[config.mk]
export PLATFORM = sky130hd
export DESIGN_NAME = dop_pot_slave
export DESIGN_NICKNAME = d
export VERILOG_FILES = /design/src/verilog/dop_pkg.sv /design/src/verilog/dop_sync.sv /design/src/verilog/dop_fuse_timer.sv /design/src/verilog/dop_pot_slave.sv
export SDC_FILE = /design/constraint.sdc
export NUM_CORES = 1
export LEC_CHECK = 0
export CAP_MARGIN = 5
export CORE_MARGIN = 4
export CORE_UTILIZATION = 25
export DETAILED_ROUTE_END_ITERATION = 7
export DONT_BUFFER_PORTS = 1
export GPL_ROUTABILITY_DRIVEN = 0
export GPL_TIMING_DRIVEN = 0
export PLACE_DENSITY = 0.38
export RECOVER_POWER = 50
export SKIP_CTS_REPAIR_TIMING = 1
export SLEW_MARGIN = 25
export SYNTH_ARGS = -nofsm -noshare
export SYNTH_HDL_FRONTEND = slang
export SYNTH_SLANG_ARGS = --single-unit
[constraint.sdc]
create_clock -name mclk_i -period 3.3 [get_ports mclk_i]
set_input_delay 0.33 -clock mclk_i [delete_from_list [all_inputs] [get_ports mclk_i]]
set_output_delay 0.33 -clock mclk_i [all_outputs]
set_load 0.05 [all_outputs]
[src/verilog/dop_pkg.sv]
package dop_pkg;
  // ---------------------------------------------------------------
  // address and frame layout
  // ---------------------------------------------------------------
  localparam logic [4:0] DOP_ADDR_FIXED_HI = 5'h0b;
  localparam logic [1:0] DOP_ADDR_FIXED_LO = 2'h3;
  localparam int DOP_BITS_PER_BYTE = 8;
  localparam logic [3:0] DOP_BIT_CNT_ACK = 4'h8;
  localparam logic [3:0] DOP_BIT_CNT_ONE = 4'h1;
  // ---------------------------------------------------------------
  // instruction byte fields
  // ---------------------------------------------------------------
  localparam int DOP_INS_CHAN = 7;
  localparam int DOP_INS_SHDN = 6;
  localparam int DOP_INS_FUSE = 5;
  localparam int DOP_INS_OVR = 3;
  // ---------------------------------------------------------------
  // reset values and fuse status
  // ---------------------------------------------------------------
  localparam logic [7:0] DOP_WIPER_MID = 8'h80;
  localparam logic [1:0] DOP_FUSE_READY = 2'h0;
  localparam logic [1:0] DOP_FUSE_FATAL = 2'h2;
  localparam logic [1:0] DOP_FUSE_DONE = 2'h3;
  // ---------------------------------------------------------------
  // timing
  // ---------------------------------------------------------------
  localparam int DOP_CLK_MHZ = 200;
  localparam int DOP_FUSE_TIME_MS = 400;
  localparam longint DOP_FUSE_CYCLES = longint'(DOP_FUSE_TIME_MS) * 1000 * DOP_CLK_MHZ;

  typedef enum logic [2:0] {
    DOP_ST_IDLE = 3'b000,
    DOP_ST_ADDR = 3'b001,
    DOP_ST_INSTR = 3'b010,
    DOP_ST_WDATA = 3'b011,
    DOP_ST_RDATA = 3'b100,
    DOP_ST_IGNORE = 3'b101
  } dop_state_t;
endpackage

[src/verilog/dop_sync.sv]
`timescale 1ns/1ps
`default_nettype none
module dop_sync
  import dop_pkg::*;
(
  input wire logic mclk_i, // system clock
  input wire logic sys_rst_i, // sync reset
  input wire logic async_i, // pin level
  output logic sync_o, // synchronised level
  output logic rise_o, // one-cycle rise pulse
  output logic fall_o // one-cycle fall pulse
);
  logic meta_reg, sync_reg, last_reg;
  logic meta_next, sync_next, last_next;

  always_comb begin
    meta_next = async_i;
    sync_next = meta_reg;
    last_next = sync_reg;
  end

  // idle bus is high, so reset to high to avoid a false edge
  always_ff @(posedge mclk_i) begin
    if (sys_rst_i) begin
      meta_reg <= 1'b1;
      sync_reg <= 1'b1;
      last_reg <= 1'b1;
    end else begin
      meta_reg <= meta_next;
      sync_reg <= sync_next;
      last_reg <= last_next;
    end
  end

  assign sync_o = sync_reg;
  assign rise_o = sync_reg & ~last_reg;
  assign fall_o = ~sync_reg & last_reg;
endmodule
`default_nettype wire

[src/verilog/dop_fuse_timer.sv]
`timescale 1ns/1ps
`default_nettype none
module dop_fuse_timer
  import dop_pkg::*;
#(
  parameter longint CYCLES = DOP_FUSE_CYCLES
) (
  input wire logic mclk_i, // system clock
  input wire logic sys_rst_i, // sync reset
  input wire logic start_i, // begin programming
  output logic busy_o, // programming in progress
  output logic done_o // one-cycle end pulse
);
  logic [31:0] cnt_reg, cnt_next;
  logic busy_reg, busy_next;
  logic done_reg, done_next;

  always_comb begin
    cnt_next = cnt_reg;
    busy_next = busy_reg;
    done_next = 1'b0;
    if (!busy_reg && start_i) begin
      busy_next = 1'b1;
      cnt_next = 32'(CYCLES - 1);
    end else if (busy_reg) begin
      if (cnt_reg == 32'h0) begin
        busy_next = 1'b0;
        done_next = 1'b1;
      end else begin
        cnt_next = cnt_reg - 32'h1;
      end
    end
  end

  always_ff @(posedge mclk_i) begin
    if (sys_rst_i) begin
      cnt_reg <= 32'h0;
      busy_reg <= 1'b0;
      done_reg <= 1'b0;
    end else begin
      cnt_reg <= cnt_next;
      busy_reg <= busy_next;
      done_reg <= done_next;
    end
  end

  assign busy_o = busy_reg;
  assign done_o = done_reg;
endmodule
`default_nettype wire

[src/verilog/dop_pot_slave.sv]
`timescale 1ns/1ps
`default_nettype none
// Behaviour
// - falling data while clock high starts a transfer.
// - first byte is address plus direction; two bits may come from pins.
// - on address match drive ack low on ninth pulse; else ignore transfer.
// - direction bit high means read, low means write.
// - write instruction msb selects channel 1 (low) or 2 (high).
// - shutdown opens A, wiper to B; register kept and still writable.
// - fuse bit programs fuses with stored wiper; takes 400 ms.
// - override lets writes after fuse; clearing restores earlier position.
// - override lost at power-up; wiper presets to midscale or fused value.
// - low instruction bits are ignored.
// - after instruction ack, data byte sets selected wiper; 8 bits plus ack.
// - data changes only while clock low, except start and stop.
// - read sends wiper byte right after address ack.
// - read returns channel last selected by a write instruction.
// - address plus instruction alone retargets reads, wiper unchanged.
// - read sends fuse status byte after data byte.
// - rising data while clock high stops the transfer.
// - further write data bytes update the wiper again.
// - repeated reads send the wiper value again.
// - fuse status 00 ready, 10 fatal, 11 programmed.
// - shutdown never changes the wiper register.
module dop_pot_slave
  import dop_pkg::*;
#(
  parameter bit PIN_ADDR = 1'b1,
  parameter longint FUSE_CYCLES = DOP_FUSE_CYCLES
) (
  input wire logic mclk_i, // system clock
  input wire logic sys_rst_i, // sync reset, acts as power-up
  input wire logic scl_i, // serial clock pin
  input wire logic sda_i, // serial data pin level
  output logic sda_o, // data drive value, always low
  output logic sda_oe_o, // data drive enable
  input wire logic addr_select_pin_low_i, // address pin 0
  input wire logic addr_select_pin_high_i, // address pin 1
  input wire logic fuse_blown_i, // fuse array reports blown
  input wire logic fuse_fault_i, // fuse array reports partial blow
  input wire logic [7:0] fused_wiper1_i, // wiper value burnt into fuses, ch 1
  input wire logic [7:0] fused_wiper2_i, // wiper value burnt into fuses, ch 2
  output logic [7:0] wiper_setting1_o, // applied wiper, ch 1
  output logic [7:0] wiper_setting2_o, // applied wiper, ch 2
  output logic shutdown_o, // A open, wiper tied to B
  output logic fuse_prog_o, // fuse programming active
  output logic [1:0] fuse_status_o // fuse status
);
  logic scl_s, scl_rise, scl_fall, sda_s, sda_rise, sda_fall;
  logic fuse_busy, fuse_done;

  dop_sync u_scl (
    .mclk_i(mclk_i), .sys_rst_i(sys_rst_i), .async_i(scl_i),
    .sync_o(scl_s), .rise_o(scl_rise), .fall_o(scl_fall)
  );
  dop_sync u_sda (
    .mclk_i(mclk_i), .sys_rst_i(sys_rst_i), .async_i(sda_i),
    .sync_o(sda_s), .rise_o(sda_rise), .fall_o(sda_fall)
  );

  // ---------------------------------------------------------------
  // protocol state
  // ---------------------------------------------------------------
  dop_state_t st_reg, st_next;
  logic [3:0] bit_reg, bit_next;
  logic [7:0] sh_reg, sh_next;
  logic ack_reg, ack_next;
  logic drv_reg, drv_next;
  logic rd_idx_reg, rd_idx_next;
  logic chan_reg, chan_next;
  logic [7:0] w1_reg, w1_next, w2_reg, w2_next;
  logic [7:0] keep1_reg, keep1_next, keep2_reg, keep2_next;
  logic ovr_reg, ovr_next;
  logic sd_reg, sd_next;
  logic fstart_reg, fstart_next;
  logic init_reg, init_next;
  logic [7:0] o1_reg, o1_next, o2_reg, o2_next;
  logic [1:0] fs_reg, fs_next;

  // ---------------------------------------------------------------
  // address straps
  // ---------------------------------------------------------------
  logic [1:0] pin_meta_reg, pin_meta_next, pin_sync_reg, pin_sync_next;

  logic start_cond, stop_cond, addr_hit, locked;
  logic [6:0] my_addr;
  logic [7:0] rbyte, sel_w;

  always_comb begin
    my_addr = PIN_ADDR ? {DOP_ADDR_FIXED_HI, pin_sync_reg}
                       : {DOP_ADDR_FIXED_HI, DOP_ADDR_FIXED_LO};
    start_cond = scl_s & sda_fall;
    stop_cond = scl_s & sda_rise;
    addr_hit = (sh_reg[7:1] == my_addr);
    locked = fuse_blown_i & ~ovr_reg;
    sel_w = chan_reg ? w2_reg : w1_reg;
    rbyte = rd_idx_reg ? {fs_reg, 6'h00} : sel_w;
  end

  always_comb begin
    st_next = st_reg;
    bit_next = bit_reg;
    sh_next = sh_reg;
    ack_next = ack_reg;
    drv_next = drv_reg;
    rd_idx_next = rd_idx_reg;
    chan_next = chan_reg;
    w1_next = w1_reg;
    w2_next = w2_reg;
    keep1_next = keep1_reg;
    keep2_next = keep2_reg;
    ovr_next = ovr_reg;
    sd_next = sd_reg;
    fstart_next = 1'b0;
    init_next = 1'b0;
    // preset once after reset, override cleared
    if (init_reg) begin
      w1_next = fuse_blown_i ? fused_wiper1_i : DOP_WIPER_MID;
      w2_next = fuse_blown_i ? fused_wiper2_i : DOP_WIPER_MID;
    end
    if (start_cond) begin
      st_next = DOP_ST_ADDR;
      bit_next = 4'h0;
      ack_next = 1'b0;
      drv_next = 1'b0;
    end else if (stop_cond) begin
      st_next = DOP_ST_IDLE;
      drv_next = 1'b0;
    end else if (st_reg != DOP_ST_IDLE && st_reg != DOP_ST_IGNORE && scl_rise) begin
      // sample on rising clock; data is stable while high
      if (!ack_reg && st_reg != DOP_ST_RDATA) begin
        sh_next = {sh_reg[6:0], sda_s};
      end
      if (ack_reg && st_reg == DOP_ST_RDATA) begin
        // nack ends the read, ack asks for another byte
        if (sda_s) st_next = DOP_ST_IGNORE;
      end
      // in a read the count moves on the falling clock only
      if (!ack_reg && st_reg != DOP_ST_RDATA) bit_next = bit_reg + DOP_BIT_CNT_ONE;
    end else if (st_reg != DOP_ST_IDLE && st_reg != DOP_ST_IGNORE && scl_fall) begin
      // drive changes only after falling clock
      if (!ack_reg && bit_reg == DOP_BIT_CNT_ACK) begin
        ack_next = 1'b1;
        bit_next = 4'h0;
        case (st_reg)
          DOP_ST_ADDR: begin
            if (addr_hit) begin
              drv_next = 1'b1;
            end else begin
              st_next = DOP_ST_IGNORE;
              ack_next = 1'b0;
            end
          end
          DOP_ST_INSTR: begin
            drv_next = 1'b1;
            chan_next = sh_reg[DOP_INS_CHAN];
            sd_next = sh_reg[DOP_INS_SHDN];
            // low bits and the zero bit are not looked at
            if (sh_reg[DOP_INS_OVR] && !ovr_reg) begin
              keep1_next = w1_reg;
              keep2_next = w2_reg;
            end
            if (!sh_reg[DOP_INS_OVR] && ovr_reg) begin
              w1_next = keep1_reg;
              w2_next = keep2_reg;
            end
            ovr_next = sh_reg[DOP_INS_OVR];
            fstart_next = sh_reg[DOP_INS_FUSE] & ~fuse_blown_i;
          end
          DOP_ST_WDATA: begin
            drv_next = 1'b1;
            // updates allowed in shutdown
            if (!locked && !fuse_busy) begin
              if (chan_reg) w2_next = sh_reg;
              else w1_next = sh_reg;
            end
          end
          default: begin
            drv_next = 1'b0;
          end
        endcase
      end else if (ack_reg) begin
        ack_next = 1'b0;
        drv_next = 1'b0;
        case (st_reg)
          DOP_ST_ADDR: begin
            if (sh_reg[0]) begin
              st_next = DOP_ST_RDATA;
              rd_idx_next = 1'b0;
              // every read opens with the wiper, whatever the last read left
              drv_next = ~sel_w[7];
              bit_next = 4'h1;
            end else begin
              st_next = DOP_ST_INSTR;
            end
          end
          DOP_ST_INSTR: st_next = DOP_ST_WDATA;
          DOP_ST_RDATA: begin
            // then status, then wiper again
            rd_idx_next = ~rd_idx_reg;
            drv_next = rd_idx_reg ? ~sel_w[7] : ~fs_reg[1];
            bit_next = 4'h1;
          end
          default: st_next = st_reg;
        endcase
      end else if (st_reg == DOP_ST_RDATA) begin
        if (bit_reg == DOP_BIT_CNT_ACK) begin
          drv_next = 1'b0; // release for master ack
          ack_next = 1'b1;
        end else begin
          drv_next = ~rbyte[3'(7 - bit_reg)];
          bit_next = bit_reg + DOP_BIT_CNT_ONE;
        end
      end
    end
  end

  // ---------------------------------------------------------------
  // outputs: applied wipers follow the wiper registers, also in shutdown
  // ---------------------------------------------------------------
  always_comb begin
    o1_next = w1_reg;
    o2_next = w2_reg;
    // straps are pins, so they cross two flops before the compare
    pin_meta_next = {addr_select_pin_high_i, addr_select_pin_low_i};
    pin_sync_next = pin_meta_reg;
    if (fuse_fault_i) fs_next = DOP_FUSE_FATAL;
    else if (fuse_blown_i) fs_next = DOP_FUSE_DONE;
    else fs_next = DOP_FUSE_READY;
  end

  always_ff @(posedge mclk_i) begin
    if (sys_rst_i) begin
      st_reg <= DOP_ST_IDLE;
      bit_reg <= 4'h0;
      sh_reg <= 8'h00;
      ack_reg <= 1'b0;
      drv_reg <= 1'b0;
      rd_idx_reg <= 1'b0;
      chan_reg <= 1'b0;
      w1_reg <= DOP_WIPER_MID;
      w2_reg <= DOP_WIPER_MID;
      keep1_reg <= DOP_WIPER_MID;
      keep2_reg <= DOP_WIPER_MID;
      ovr_reg <= 1'b0;
      sd_reg <= 1'b0;
      fstart_reg <= 1'b0;
      init_reg <= 1'b1;
      o1_reg <= DOP_WIPER_MID;
      o2_reg <= DOP_WIPER_MID;
      fs_reg <= DOP_FUSE_READY;
      pin_meta_reg <= 2'h0;
      pin_sync_reg <= 2'h0;
    end else begin
      st_reg <= st_next;
      bit_reg <= bit_next;
      sh_reg <= sh_next;
      ack_reg <= ack_next;
      drv_reg <= drv_next;
      rd_idx_reg <= rd_idx_next;
      chan_reg <= chan_next;
      w1_reg <= w1_next;
      w2_reg <= w2_next;
      keep1_reg <= keep1_next;
      keep2_reg <= keep2_next;
      ovr_reg <= ovr_next;
      sd_reg <= sd_next;
      fstart_reg <= fstart_next;
      init_reg <= init_next;
      o1_reg <= o1_next;
      o2_reg <= o2_next;
      fs_reg <= fs_next;
      pin_meta_reg <= pin_meta_next;
      pin_sync_reg <= pin_sync_next;
    end
  end

  dop_fuse_timer #(.CYCLES(FUSE_CYCLES)) u_fuse (
    .mclk_i(mclk_i), .sys_rst_i(sys_rst_i), .start_i(fstart_reg),
    .busy_o(fuse_busy), .done_o(fuse_done)
  );

  logic fp_reg;
  always_ff @(posedge mclk_i) begin
    if (sys_rst_i) fp_reg <= 1'b0;
    else fp_reg <= fuse_busy & ~fuse_done;
  end

  assign sda_o = 1'b0;
  assign sda_oe_o = drv_reg;
  assign wiper_setting1_o = o1_reg;
  assign wiper_setting2_o = o2_reg;
  assign shutdown_o = sd_reg;
  assign fuse_prog_o = fp_reg;
  assign fuse_status_o = fs_reg;
endmodule
`default_nettype wire

# After elaboration in Yosys (flattened, before gate mapping)

Cells that the tools add are included.

Register bits after elaboration: 118
Memory bits (writable): 0
Bits of input ports: 24
Bits in latches: 0
Memories: 0
Output and inout port bits: 22
ROM bits: 0
Logic and storage cells: 207

$add $sub $neg: 3
Multiply operators: 0
Reductions and logical operators: 46
Order comparisons: 1
Mux-type cells: 74
Divide/modulo/power cells: 0
Bitwise gates (word level): 28
Shift operators: 0
Equal/unequal tests: 22

Operators with widths:

| operator                                                                 | count |
|---|---|
| 8-bit 2-to-1 mux                                                         | 22 |
| 27-bit 2-to-1 mux                                                        | 3 |
| 32-bit zero test                                                         | 1 |
| 4-bit 2-to-1 mux                                                         | 8 |
| 8-bit case mux with 2 select lines                                       | 2 |
| 32-bit by 1-bit subtractor with 32-bit output (second input constant)    | 1 |
| 7-bit AND reduction                                                      | 4 |
| 3-bit 2-to-1 mux                                                         | 9 |
| 1-bit 2-to-1 mux                                                         | 22 |
| 1-bit NOT                                                                | 19 |
| 3-bit inequality test (second input constant)                            | 4 |
| 4-bit by 3-bit inequality test with 1-bit output (second input constant) | 3 |
| 3-bit nonzero test                                                       | 4 |
| 4-bit nonzero test                                                       | 3 |
| 1-bit logical AND                                                        | 10 |
| 5-bit inequality test (second input constant)                            | 2 |
| 5-bit nonzero test                                                       | 2 |
| 1-bit AND                                                                | 9 |
| 2-bit by 1-bit inequality test with 1-bit output (second input constant) | 4 |
| 4-bit case mux with 2 select lines                                       | 1 |
| 4-bit AND reduction                                                      | 2 |
| 8-bit AND reduction                                                      | 1 |
| 2-bit OR reduction                                                       | 4 |
| 7-bit by 6-bit == test with 1-bit output                                 | 1 |
| 21 further kinds                                                         | 33 |

# Longest topological paths before layout

Gate-level depths: netlist of run 1.

Word-level depth: 11
Mapped depth: 11
Mapped depth without buffers: 8

# Modules after synthesis

A second synthesis of run 1 with hierarchy kept.

Cell total of the unflattened synthesis: 652
Area, all modules: 5836.8 um^2

By module, submodules not included:

| module         | sequential area each (um^2) | area an instance (um^2) | cells an instance | instances |
|---|---|---|---|---|
| dop_pot_slave  | 1561.5                      | 3880.0                  | 432               | 1 |
| dop_fuse_timer | 680.7                       | 1771.7                  | 204               | 1 |
| dop_sync       | 60.1                        | 92.6                    | 8                 | 2 |

# Worst setup path before layout of run 1

No wires, ideal clock.

Path type: register -> register
Start: register u_fuse.cnt_reg[9]
End: register u_fuse.cnt_reg[6]
Buffers on the path: 2
Clock period less this slack: 2.412 ns
Setup time: 0.128 ns
Arrival time: 2.284 ns
Required time: 3.172 ns
Path slack: 0.888 ns
Cell stages (with the launch flop): 9
Path through: dfxtp_1 or4_4 or4_1 buf_2 buf_6 o31ai_4 nor2_1 a221oi_1 nor2_1

Cells in the longest elaborated chain, start to end: 3

Ends and longest elaborated chain:

| item                                                       | line                 | text |
|---|---|---|
| start, declared                                            | dop_fuse_timer.sv:14 | `logic [31:0] cnt_reg, cnt_next;` |
| start signal, assigned                                     | dop_fuse_timer.sv:41 | `cnt_reg <= cnt_next;` |
| 32-bit zero test                                           | dop_fuse_timer.sv:26 | `if (cnt_reg == 32'h0) begin` |
| 2-bit by 1-bit inequality test with 1-bit output (no line) | n/a                  |  |
| 2-bit AND reduction (no line)                              | n/a                  |  |

Every way passes these cells.
A chain may end at the register's enable or synchronous reset.

# Final worst setup path of run 1

Start: register u_fuse.cnt_reg[15]
End: register u_fuse.cnt_reg[6]

Same word-level chain as after synthesis.

==> results.cfg, run 1 <==
[logic_synthesis]
synth_mux_area_share_pct = 3.47
syn-num-nets = 676
synth_area_leaders = dfxtp_1 43%, nor2_1 5.2%, a21oi_1 4.8%
ys_ff_latch = 118
syn_area_per_cell_um2 = 8.44
synth_compound_area_share_pct = 18.0
synth-seq-area-share_pct = 43.1
ys.flop_type = dfxtp_1
yosys_warnings = 0
synthAdderAreaFrac_pct = 0.685
async_flop_share_pct = 0
synth-simple-area-share_pct = 25.8
yosysTopAreaCellShare_pct = 43.1
synth_top_family_by_area = simple AND/OR/NAND/NOR gates
synth_cells = 649
synthDistinctLibCells = 62
yosysMostFrequentCell = dfxtp_1
synth-edff-count = 0
yosysTopAreaCell = dfxtp_1
ys_top_cells_by_count = 118 x dfxtp_1, 76 x nor2_1, 58 x nand2_1, 52 x a21oi_1, 37 x clkbuf_1
synth-xor-area-share_pct = 4.64
netlist_area_um2 = 5480

[detailed_routing]
drcViolationCount = 0
wl_per_cell_um = 17.9
ant_nets = 0
wl_met1_um = 8480
dr.pass1.iters = 5
dr_total_vias = 4772
drt_iter0_drc = 320
vias_per_cell = 4.99
wl_met3_um = 1030
wl_met2_um = 7290
wirelength_um = 17100
top_layer = met5

[worst_setup_path]
critPathRequiredTime_ns = 3.58
r2r_slack_ns = 0.33
cp-start-kind = flip-flop
endpoint_kind = flip-flop
crit_fanout = 10
arrival_ns = 3.25
critPathKind = flip-flop to flip-flop

[die]
fp.dieW_um = 156
die_y_um = 156
dieArea_um2 = 24300
coreArea_um2 = 21300
start_util_pct = 25.7
io_pins = 46
row_count = 53

[timing]
rsz0062_at_grt = no
hold_viol_final = 0
whs_ns = 0.0163
fin_crit_sh_pct = 90.0
setup_viol = 0
slew_viol_final = 0
max_slew_margin_pct = 43.4
timing.fmax_mhz = 337
period_minus_slack_ns = 2.97
fin_worst_skew_ns = 0.0136
tightest_slew_ns = 0.844

[run]
cap_violations = 0

[power_and_ir_drop]
power.density_nw_per_um2 = 535
finalPower_mw = 3.43
leakage_nw = 2.25
seqPwrFrac_pct = 43.3
p_sw_share_pct = 23.8
power.switching_mw = 0.816
p_comb_share_pct = 3.6
cellInternalPower_mw = 2.61
ir_drop_uv = 293
clock_power_share_pct = 53.2

[grt]
grt_pass1_vias = 4648
grt_max_degree = 17
grt.total_usage_pct = 14.2
antenna_found_initial = 1
grt_overflow = 0
grt_pass1_wl_um = 26500

[run_status]
outcome = finished clean

[clock_network]
cts.clk_slew.worst_paths_ns = 0.06
cts_buffers = 17
htreeDepth = 4
cts_tree = built
clock-root-buffer = clkbuf_16
cts_sinks = 118
clk_latency_ns = 0.42
clockBufferDepth = 2

[placed_design]
portBuffers = 0
post-dp-hpwl_um = 12300
dpl_cell_area_um2 = 5830

[final_layout]
multi_input_area_um2 = 2880
largest_reg_flops = 32
area_growth_pct = 16.9
antenna_cells = 0
fillCellCount = 2292
drive_above_1_share_pct = 8.96
register_area_um2 = 2360
fin_nets = 695
finalInstanceArea_um2 = 6400

[min_path]
hp-class = input port to flip-flop
area by class of cell:
cell class	instances	area share, %
inverters	15	0.880
plain buffers	41	2.62
clock buffers	19	6.92
clock inverters	13	2.07
flip-flops and latches	118	36.9
multi-input cells	473	44.9
repair buffers	2	0.313
well taps	275	5.38
final timing paths:
path,from,to,cells after the start
min,sda_i,u_sda.meta_reg,1
max,u_fuse.cnt_reg[15],u_fuse.cnt_reg[6],8
min reg2reg,u_sda.meta_reg,u_sda.sync_o,1
max reg2reg,u_fuse.cnt_reg[15],u_fuse.cnt_reg[6],8
worst max-delay path, cell delays in order (launching register included):
cell and delay [ns]:
dfxtp_1 0.34, or4_1 0.60, or4_1 0.49, clkbuf_1 0.19, buf_6 0.17, o31ai_1 0.63
nor2_1 0.08, a221oi_1 0.27, nor2_1 0.06
per-layer routing:
metal  track usage, %  vias to the layer above
met1             19.9                     2289
li1                 -                     2337
met2             20.7                      125
met3             3.91                       19
met4             5.04                        2
met5                0                        -
cells by family (layout without fill, tap and decap cells):
logic type      count (synthesis)  count (layout)
other cells                     1               1
compound gates                147             147
flops                         118             118
simple gates                  279             279
fa+ha+maj                       3               3
xor+xnor                       29              29
buf+inv                        58              90
mux                            14              14
power by group through the flow:
stage | registers, mW | clock network (mW) | logic [mW]
3_3_place_gp | 1.51 | 0 | 0.119
2_1_floorplan | 1.51 | 0 | 0.0837
4_1_cts | 1.48 | 1.88 | 0.120
6_report | 1.48 | 1.82 | 0.122
5_1_grt | 1.48 | 1.94 | 0.134
3_5_place_dp | 1.51 | 0 | 0.119
cell usage in the layout (no fill, tap or decap), types with 3 or more instances in the layout:
master | synthesis | final
or3_1 | 13 | 13
nor3b_1 | 3 | 3
a31oi_1 | 4 | 4
mux2i_1 | 10 | 10
o211ai_1 | 3 | 4
o21ai_0 | 22 | 22
dfxtp_1 | 118 | 118
nor3_1 | 23 | 23
nor2b_1 | 26 | 26
a211oi_1 | 18 | 16
nor2_1 | 76 | 76
nand2b_1 | 12 | 12
a22oi_1 | 10 | 10
nand4b_1 | 4 | 4
o32ai_1 | 6 | 6
o21a_1 | 3 | 3
a21oi_1 | 52 | 52
inv_1 | 15 | 15
or4_1 | 5 | 5
ha_1 | 3 | 3
o31ai_1 | 2 | 3
nand3_1 | 19 | 19
nand2_1 | 58 | 58
a221oi_1 | 3 | 3
mux4_2 | 4 | 4
or2_2 | 12 | 12
nor4_1 | 10 | 10
xnor2_1 | 22 | 22
clkinv_2 | 0 | 5
a22o_1 | 7 | 7
clkinvlp_4 | 0 | 4
clkbuf_16 | 0 | 17
xor2_1 | 7 | 7
clkbuf_1 | 37 | 37
per-stage QoR:
stage | utilization, % | setup WS [ns] | cells | TNS, ns
final | 30.1 | 0.330 | 956 | 0
after detailed placement | 27.4 | -0.0887 | 924 | -0.337
after global routing | 30.1 | 0.121 | 956 | 0
after floorplan | - | 0.888 | 649 | 0
after global placement | 27.3 | -0.0380 | 924 | -0.165
after CTS | 30.1 | -0.118 | 956 | -0.545
No activity file was read; power rests on OpenSTA's default activity.
==> run 2, diff against run 1 <==
Settings changed: ABC_AREA set to 1, BUFFER_PORTS_ARGS set to -buffer_cell sky130_fd_sc_hd__buf_2, DONT_BUFFER_PORTS 1 to unset, PLACE_DENSITY 0.38 to 0.4.
==> results.cfg, run 2 <==
[min_path]
hp-start = fuse_fault_i
min_to = fuse_status_o[0]
hp-class = input port to flip-flop
worstHoldPathCells = 2

[power_and_ir_drop]
finalPower_mw = 3.63
ir_drop_uv = 211
power.density_nw_per_um2 = 484
leakage_nw = 3.24

[final_layout]
fin_nets = 1042
multi_input_area_um2 = 3300
drive_above_1_share_pct = 10.0
final_cell_mix = 194 x nand2_1, 125 x nor2_1, 118 x dfxtp_1
antenna_cells = 0
fin_cells = 1352
largest_reg_flops = 32
fin_util_pct = 30.5
fillCellCount = 2806
area_growth_pct = 18.4
register_area_um2 = 2360
final_common_cell = nand2_1

[worst_setup_path]
critPathRequiredTime_ns = 3.66
critPathKind = flip-flop to flip-flop
r2r_cells = 11
critPathLaunch = u_fuse.cnt_reg[0]
timing.rr.start = u_fuse.cnt_reg[0]
cp-start-kind = flip-flop
rr_endpoint = u_fuse.cnt_reg[8]
r2r_slack_ns = 0.41
crit_fanout = 10
arrival_ns = 3.25
endpoint_kind = flip-flop

[timing]
fin_crit_sh_pct = 87.7
max_slew_margin_pct = 49.8
timing.fmax_mhz = 346
fin_worst_skew_ns = 0.0139
tightest_slew_ns = 0.748
setup_viol = 0
period_minus_slack_ns = 2.89
setup_tns_ns = 0
hold_viol_final = 0
rsz0062_at_grt = no
slew_viol_final = 0

[detailed_routing]
drt_iter0_drc = 359
wirelength_um = 22300
vias_per_cell = 4.66
dr.pass1.iters = 5
wl_per_cell_um = 16.5
dr_total_vias = 6305
drcViolationCount = 0
ant_nets = 0

[logic_synthesis]
async_flop_share_pct = 0
yosysTopAreaCellShare_pct = 37.3
synth_area_leaders = dfxtp_1 37%, nand2_1 11%, nand3_1 7.7%
syn-num-nets = 979
syn_area_per_cell_um2 = 6.65
ys_ff_latch = 118
synth_cells = 952
yosys_warnings = 0
yosysTopAreaCell = dfxtp_1
yosysMostFrequentCell = nand2_1
ys.flop_type = dfxtp_1
ys_top_cells_by_count = 191 x nand2_1, 123 x nor2_1, 118 x dfxtp_1, 103 x inv_1, 98 x nand3_1
synthDistinctLibCells = 49
netlist_area_um2 = 6330
synth-seq-area-share_pct = 37.3
synth-edff-count = 0

[grt]
grt_overflow = 0
grt.total_usage_pct = 16.0
grt_pass1_wl_um = 35400
antenna_found_initial = 0
grt_pass1_vias = 6122
grt_max_degree = 17

[clock_network]
clockBufferDepth = 2
clk_latency_ns = 0.43
cts_buffers = 17
cts_sinks = 118
htreeDepth = 4
cts_tree = built
clock-root-buffer = clkbuf_16
cts.clk_slew.worst_paths_ns = 0.07

[run]
cap_violations = 0

[placed_design]
portBuffers = 44
post-place-cells = 1320
post-dp-hpwl_um = 16600

[die]
row_count = 57
fp.dieW_um = 167
coreArea_um2 = 24600
start_util_pct = 25.7
die_y_um = 167
dieArea_um2 = 27900
io_pins = 46

[run_status]
outcome = finished clean
## run 2: cell types whose count changed in the layout (fill, tap and decap cells not counted), moves of 16 or more
cell,previous run,this run
buf_2,1,34
o21ai_0,22,80
nand2_1,58,194
nor2_1,76,125
a211oi_1,16,0
nand3_1,19,98
a21oi_1,52,70
nor2b_1,26,0
inv_1,15,103
## run 2: cell families (layout without fill, tap and decap cells)
logic type	count (synthesis)	count (layout)	share of synthesized area, %
and+or+nand+nor	469	469	33.2
AOI/OAI and AO/OA	189	189	16.2
xor gates and xnor gates	20	20	2.77
DFF	118	118	37.3
other	1	1	0.0592
buffers and inverters	152	228	9.88
adders and majority gates	3	3	0.593
## run 2: routing by layer
metal | track usage [%] | share of wire, %
met1 | 21.9 | 48
met5 | 0 | 0
met3 | 2.88 | 4.2
met4 | 4.27 | 1.2
met2 | 26.1 | 46
## run 2: cell type report
type	instances	area share, %
clock buffer	20	6.09
multi-input combinational	682	44.0
inverter	109	5.51
sequential	118	31.5
buffer	43	2.74
timing repair buffer	44	2.57
tap	324	5.41
clock inverter	12	2.22
## run 2: power by group
part	internal, mW	total [mW]	switching (mW)	leakage [nW]
logic	0.0460	0.179	0.133	1.99
clock network	1.24	1.99	0.744	0.298
registers	1.45	1.46	0.0164	0.956
## run 2: worst max-delay path by stage
stage	to	slack, ns	depth (start not counted)
floorplan	keep1_reg[7]	1.39	11
global placement	o1_next[0]	0.56	11
detailed placement	keep1_reg[7]	0.63	11
CTS	o2_next[6]	0.59	11
global route	u_fuse.cnt_reg[8]	0.18	11
finish	u_fuse.cnt_reg[8]	0.41	11
## run 2: critical path, stage by stage (launching register included)
cell	delay (ns)
dfxtp_1	0.30
inv_1	0.10
ha_1	0.20
nand2_1	0.15
nor2_1	0.54
nand4_1	0.51
nand2_1	0.33
clkbuf_2	0.32
nand2_2	0.08
clkinvlp_2	0.16
a21oi_2	0.07
nor2_2	0.07
## run 2: through the flow
step | area [µm²] | worst slack (ns) | hold WS (ns)
3_3_place_gp | 6960 | 0.564 | 0.372
5_1_grt | 7500 | 0.181 | 0.0643
2_1_floorplan | 6330 | 1.39 | 0.358
6_report | 7500 | 0.407 | 0.0764
4_1_cts | 7580 | 0.585 | 0.0574
3_5_place_dp | 6960 | 0.628 | 0.378
==> run 3, diff against run 2 <==
Settings changed: CTS_BUF_LIST set to sky130_fd_sc_hd__clkbuf_4.
==> results.cfg, run 3 (synthesis results as in run 2) <==
[detailed_routing]
wl_met3_um = 1020
vias_per_cell = 4.65
dr_total_vias = 6325
wirelength_um = 22100
ant_nets = 0
dr.pass1.iters = 5
drcViolationCount = 0
wl_per_cell_um = 16.3
top_layer = met4
wl_met1_um = 10600
wl_met2_um = 10300
drt_iter0_drc = 372

[clock_network]
cts.clk_slew.worst_paths_ns = 0.14
clk_latency_ns = 0.56
clockBufferDepth = 2
cts_tree = built
clock-root-buffer = clkbuf_4
htreeDepth = 4
cts_sinks = 118
cts_buffers = 17

[placed_design]
post-dp-hpwl_um = 16600
portBuffers = 44
dpl_worst_slack_ns = 0.628
post-place-cells = 1320

[worst_setup_path]
critPathLaunch = u_fuse.cnt_reg[0]
r2r_slack_ns = 0.54
timing.rr.start = u_fuse.cnt_reg[0]
critPathKind = flip-flop to flip-flop
endpoint_kind = flip-flop
crit_fanout = 10
critPathRequiredTime_ns = 3.75
arrival_ns = 3.21
cp-start-kind = flip-flop

[min_path]
hp-class = input port to flip-flop
hp-start = fuse_blown_i

[timing]
hold_viol_final = 0
setup_viol = 0
timing.fmax_mhz = 362
slew_viol_final = 0
finalWorstSetupSlack_ns = 0.538
rsz0062_at_grt = no
period_minus_slack_ns = 2.76
max_slew_margin_pct = 49.9
fin_worst_skew_ns = 0.0347
fin_crit_sh_pct = 83.7
tightest_slew_ns = 0.746
setup_tns_ns = 0

[power_and_ir_drop]
power.density_nw_per_um2 = 390
leakage_nw = 3.13
finalPower_mw = 2.83
ir_drop_uv = 138

[final_layout]
multi_input_area_um2 = 3300
fin_cells = 1359
area_growth_pct = 14.6
drive_above_1_share_pct = 9.86
register_area_um2 = 2360
final_cell_mix = 194 x nand2_1, 125 x nor2_1, 118 x dfxtp_1
fin_util_pct = 29.5
fin_nets = 1048
largest_reg_flops = 32
final_common_cell = nand2_1
fillCellCount = 2831

[die]
dieArea_um2 = 27900
start_util_pct = 25.7
row_count = 57
io_pins = 46
die_y_um = 167
fp.dieW_um = 167
coreArea_um2 = 24600

[grt]
grt_overflow = 0
grt_pass1_vias = 6127
grt_max_degree = 17
grt.total_usage_pct = 16.0
antenna_found_initial = 1
grt_pass1_wl_um = 35300

[run_status]
outcome = finished clean

[run]
cap_violations = 0
[run 3: cell types whose count changed in the layout (fill, tap and decap cells not counted), sizes merged]
cell / delta
clkbuf: -2
dlygate4sd3: +6
diode: +1
clkinv: +2
[run 3: area by class of cell]
class	instances	area share, %
Multi-Input combinational cell	682	45.5
Inverter	109	5.69
Buffer	43	2.88
Antenna cell	1	0.0345
Timing Repair Buffer	50	3.48
Sequential cell	118	32.6
Clock buffer	18	1.86
Clock inverter	14	2.40
Tap cell	324	5.59
[run 3: stage by stage]
step / instance area, µm² / hold slack (ns)
final: 7260 / 0.0717
after global routing: 7260 / 0.0341
after CTS: 7270 / -0.125
after detailed placement: 6960 / 0.378
after global placement: 6960 / 0.372
after floorplan: 6330 / 0.358
[run 3: worst max-delay path: stages, from the launching register on]
cell and delay, ns:
dfxtp_1 0.32, inv_1 0.10, ha_1 0.20, nand2_1 0.14
nor2_1 0.49, nand4_1 0.51, nand2_1 0.34, clkbuf_2 0.31
nor2_1 0.07, o21ai_1 0.13, inv_1 0.05
[run 3: worst paths after layout]
kind	endpoint	cells after the start
worst max-delay path	u_fuse.cnt_reg[1]	10
worst min-delay path	fuse_status_o[0]	3
worst max register to register	u_fuse.cnt_reg[1]	10
worst min register to register	fuse_prog_o	1
[run 3: power by group]
part           total, mW  leakage, nW  switching (mW)  internal [mW]
sequential          1.46        0.956          0.0162           1.45
combinational      0.185         2.02           0.134         0.0506
clock               1.18        0.159           0.642          0.541
total               2.83         3.13           0.793           2.04
[run 3: routing by layer]
metal	vias to the layer above	track usage [%]
met4	0	3.21
met2	134	26.1
met1	2917	21.6
li1	3260	-
met5	-	0
met3	14	3.80
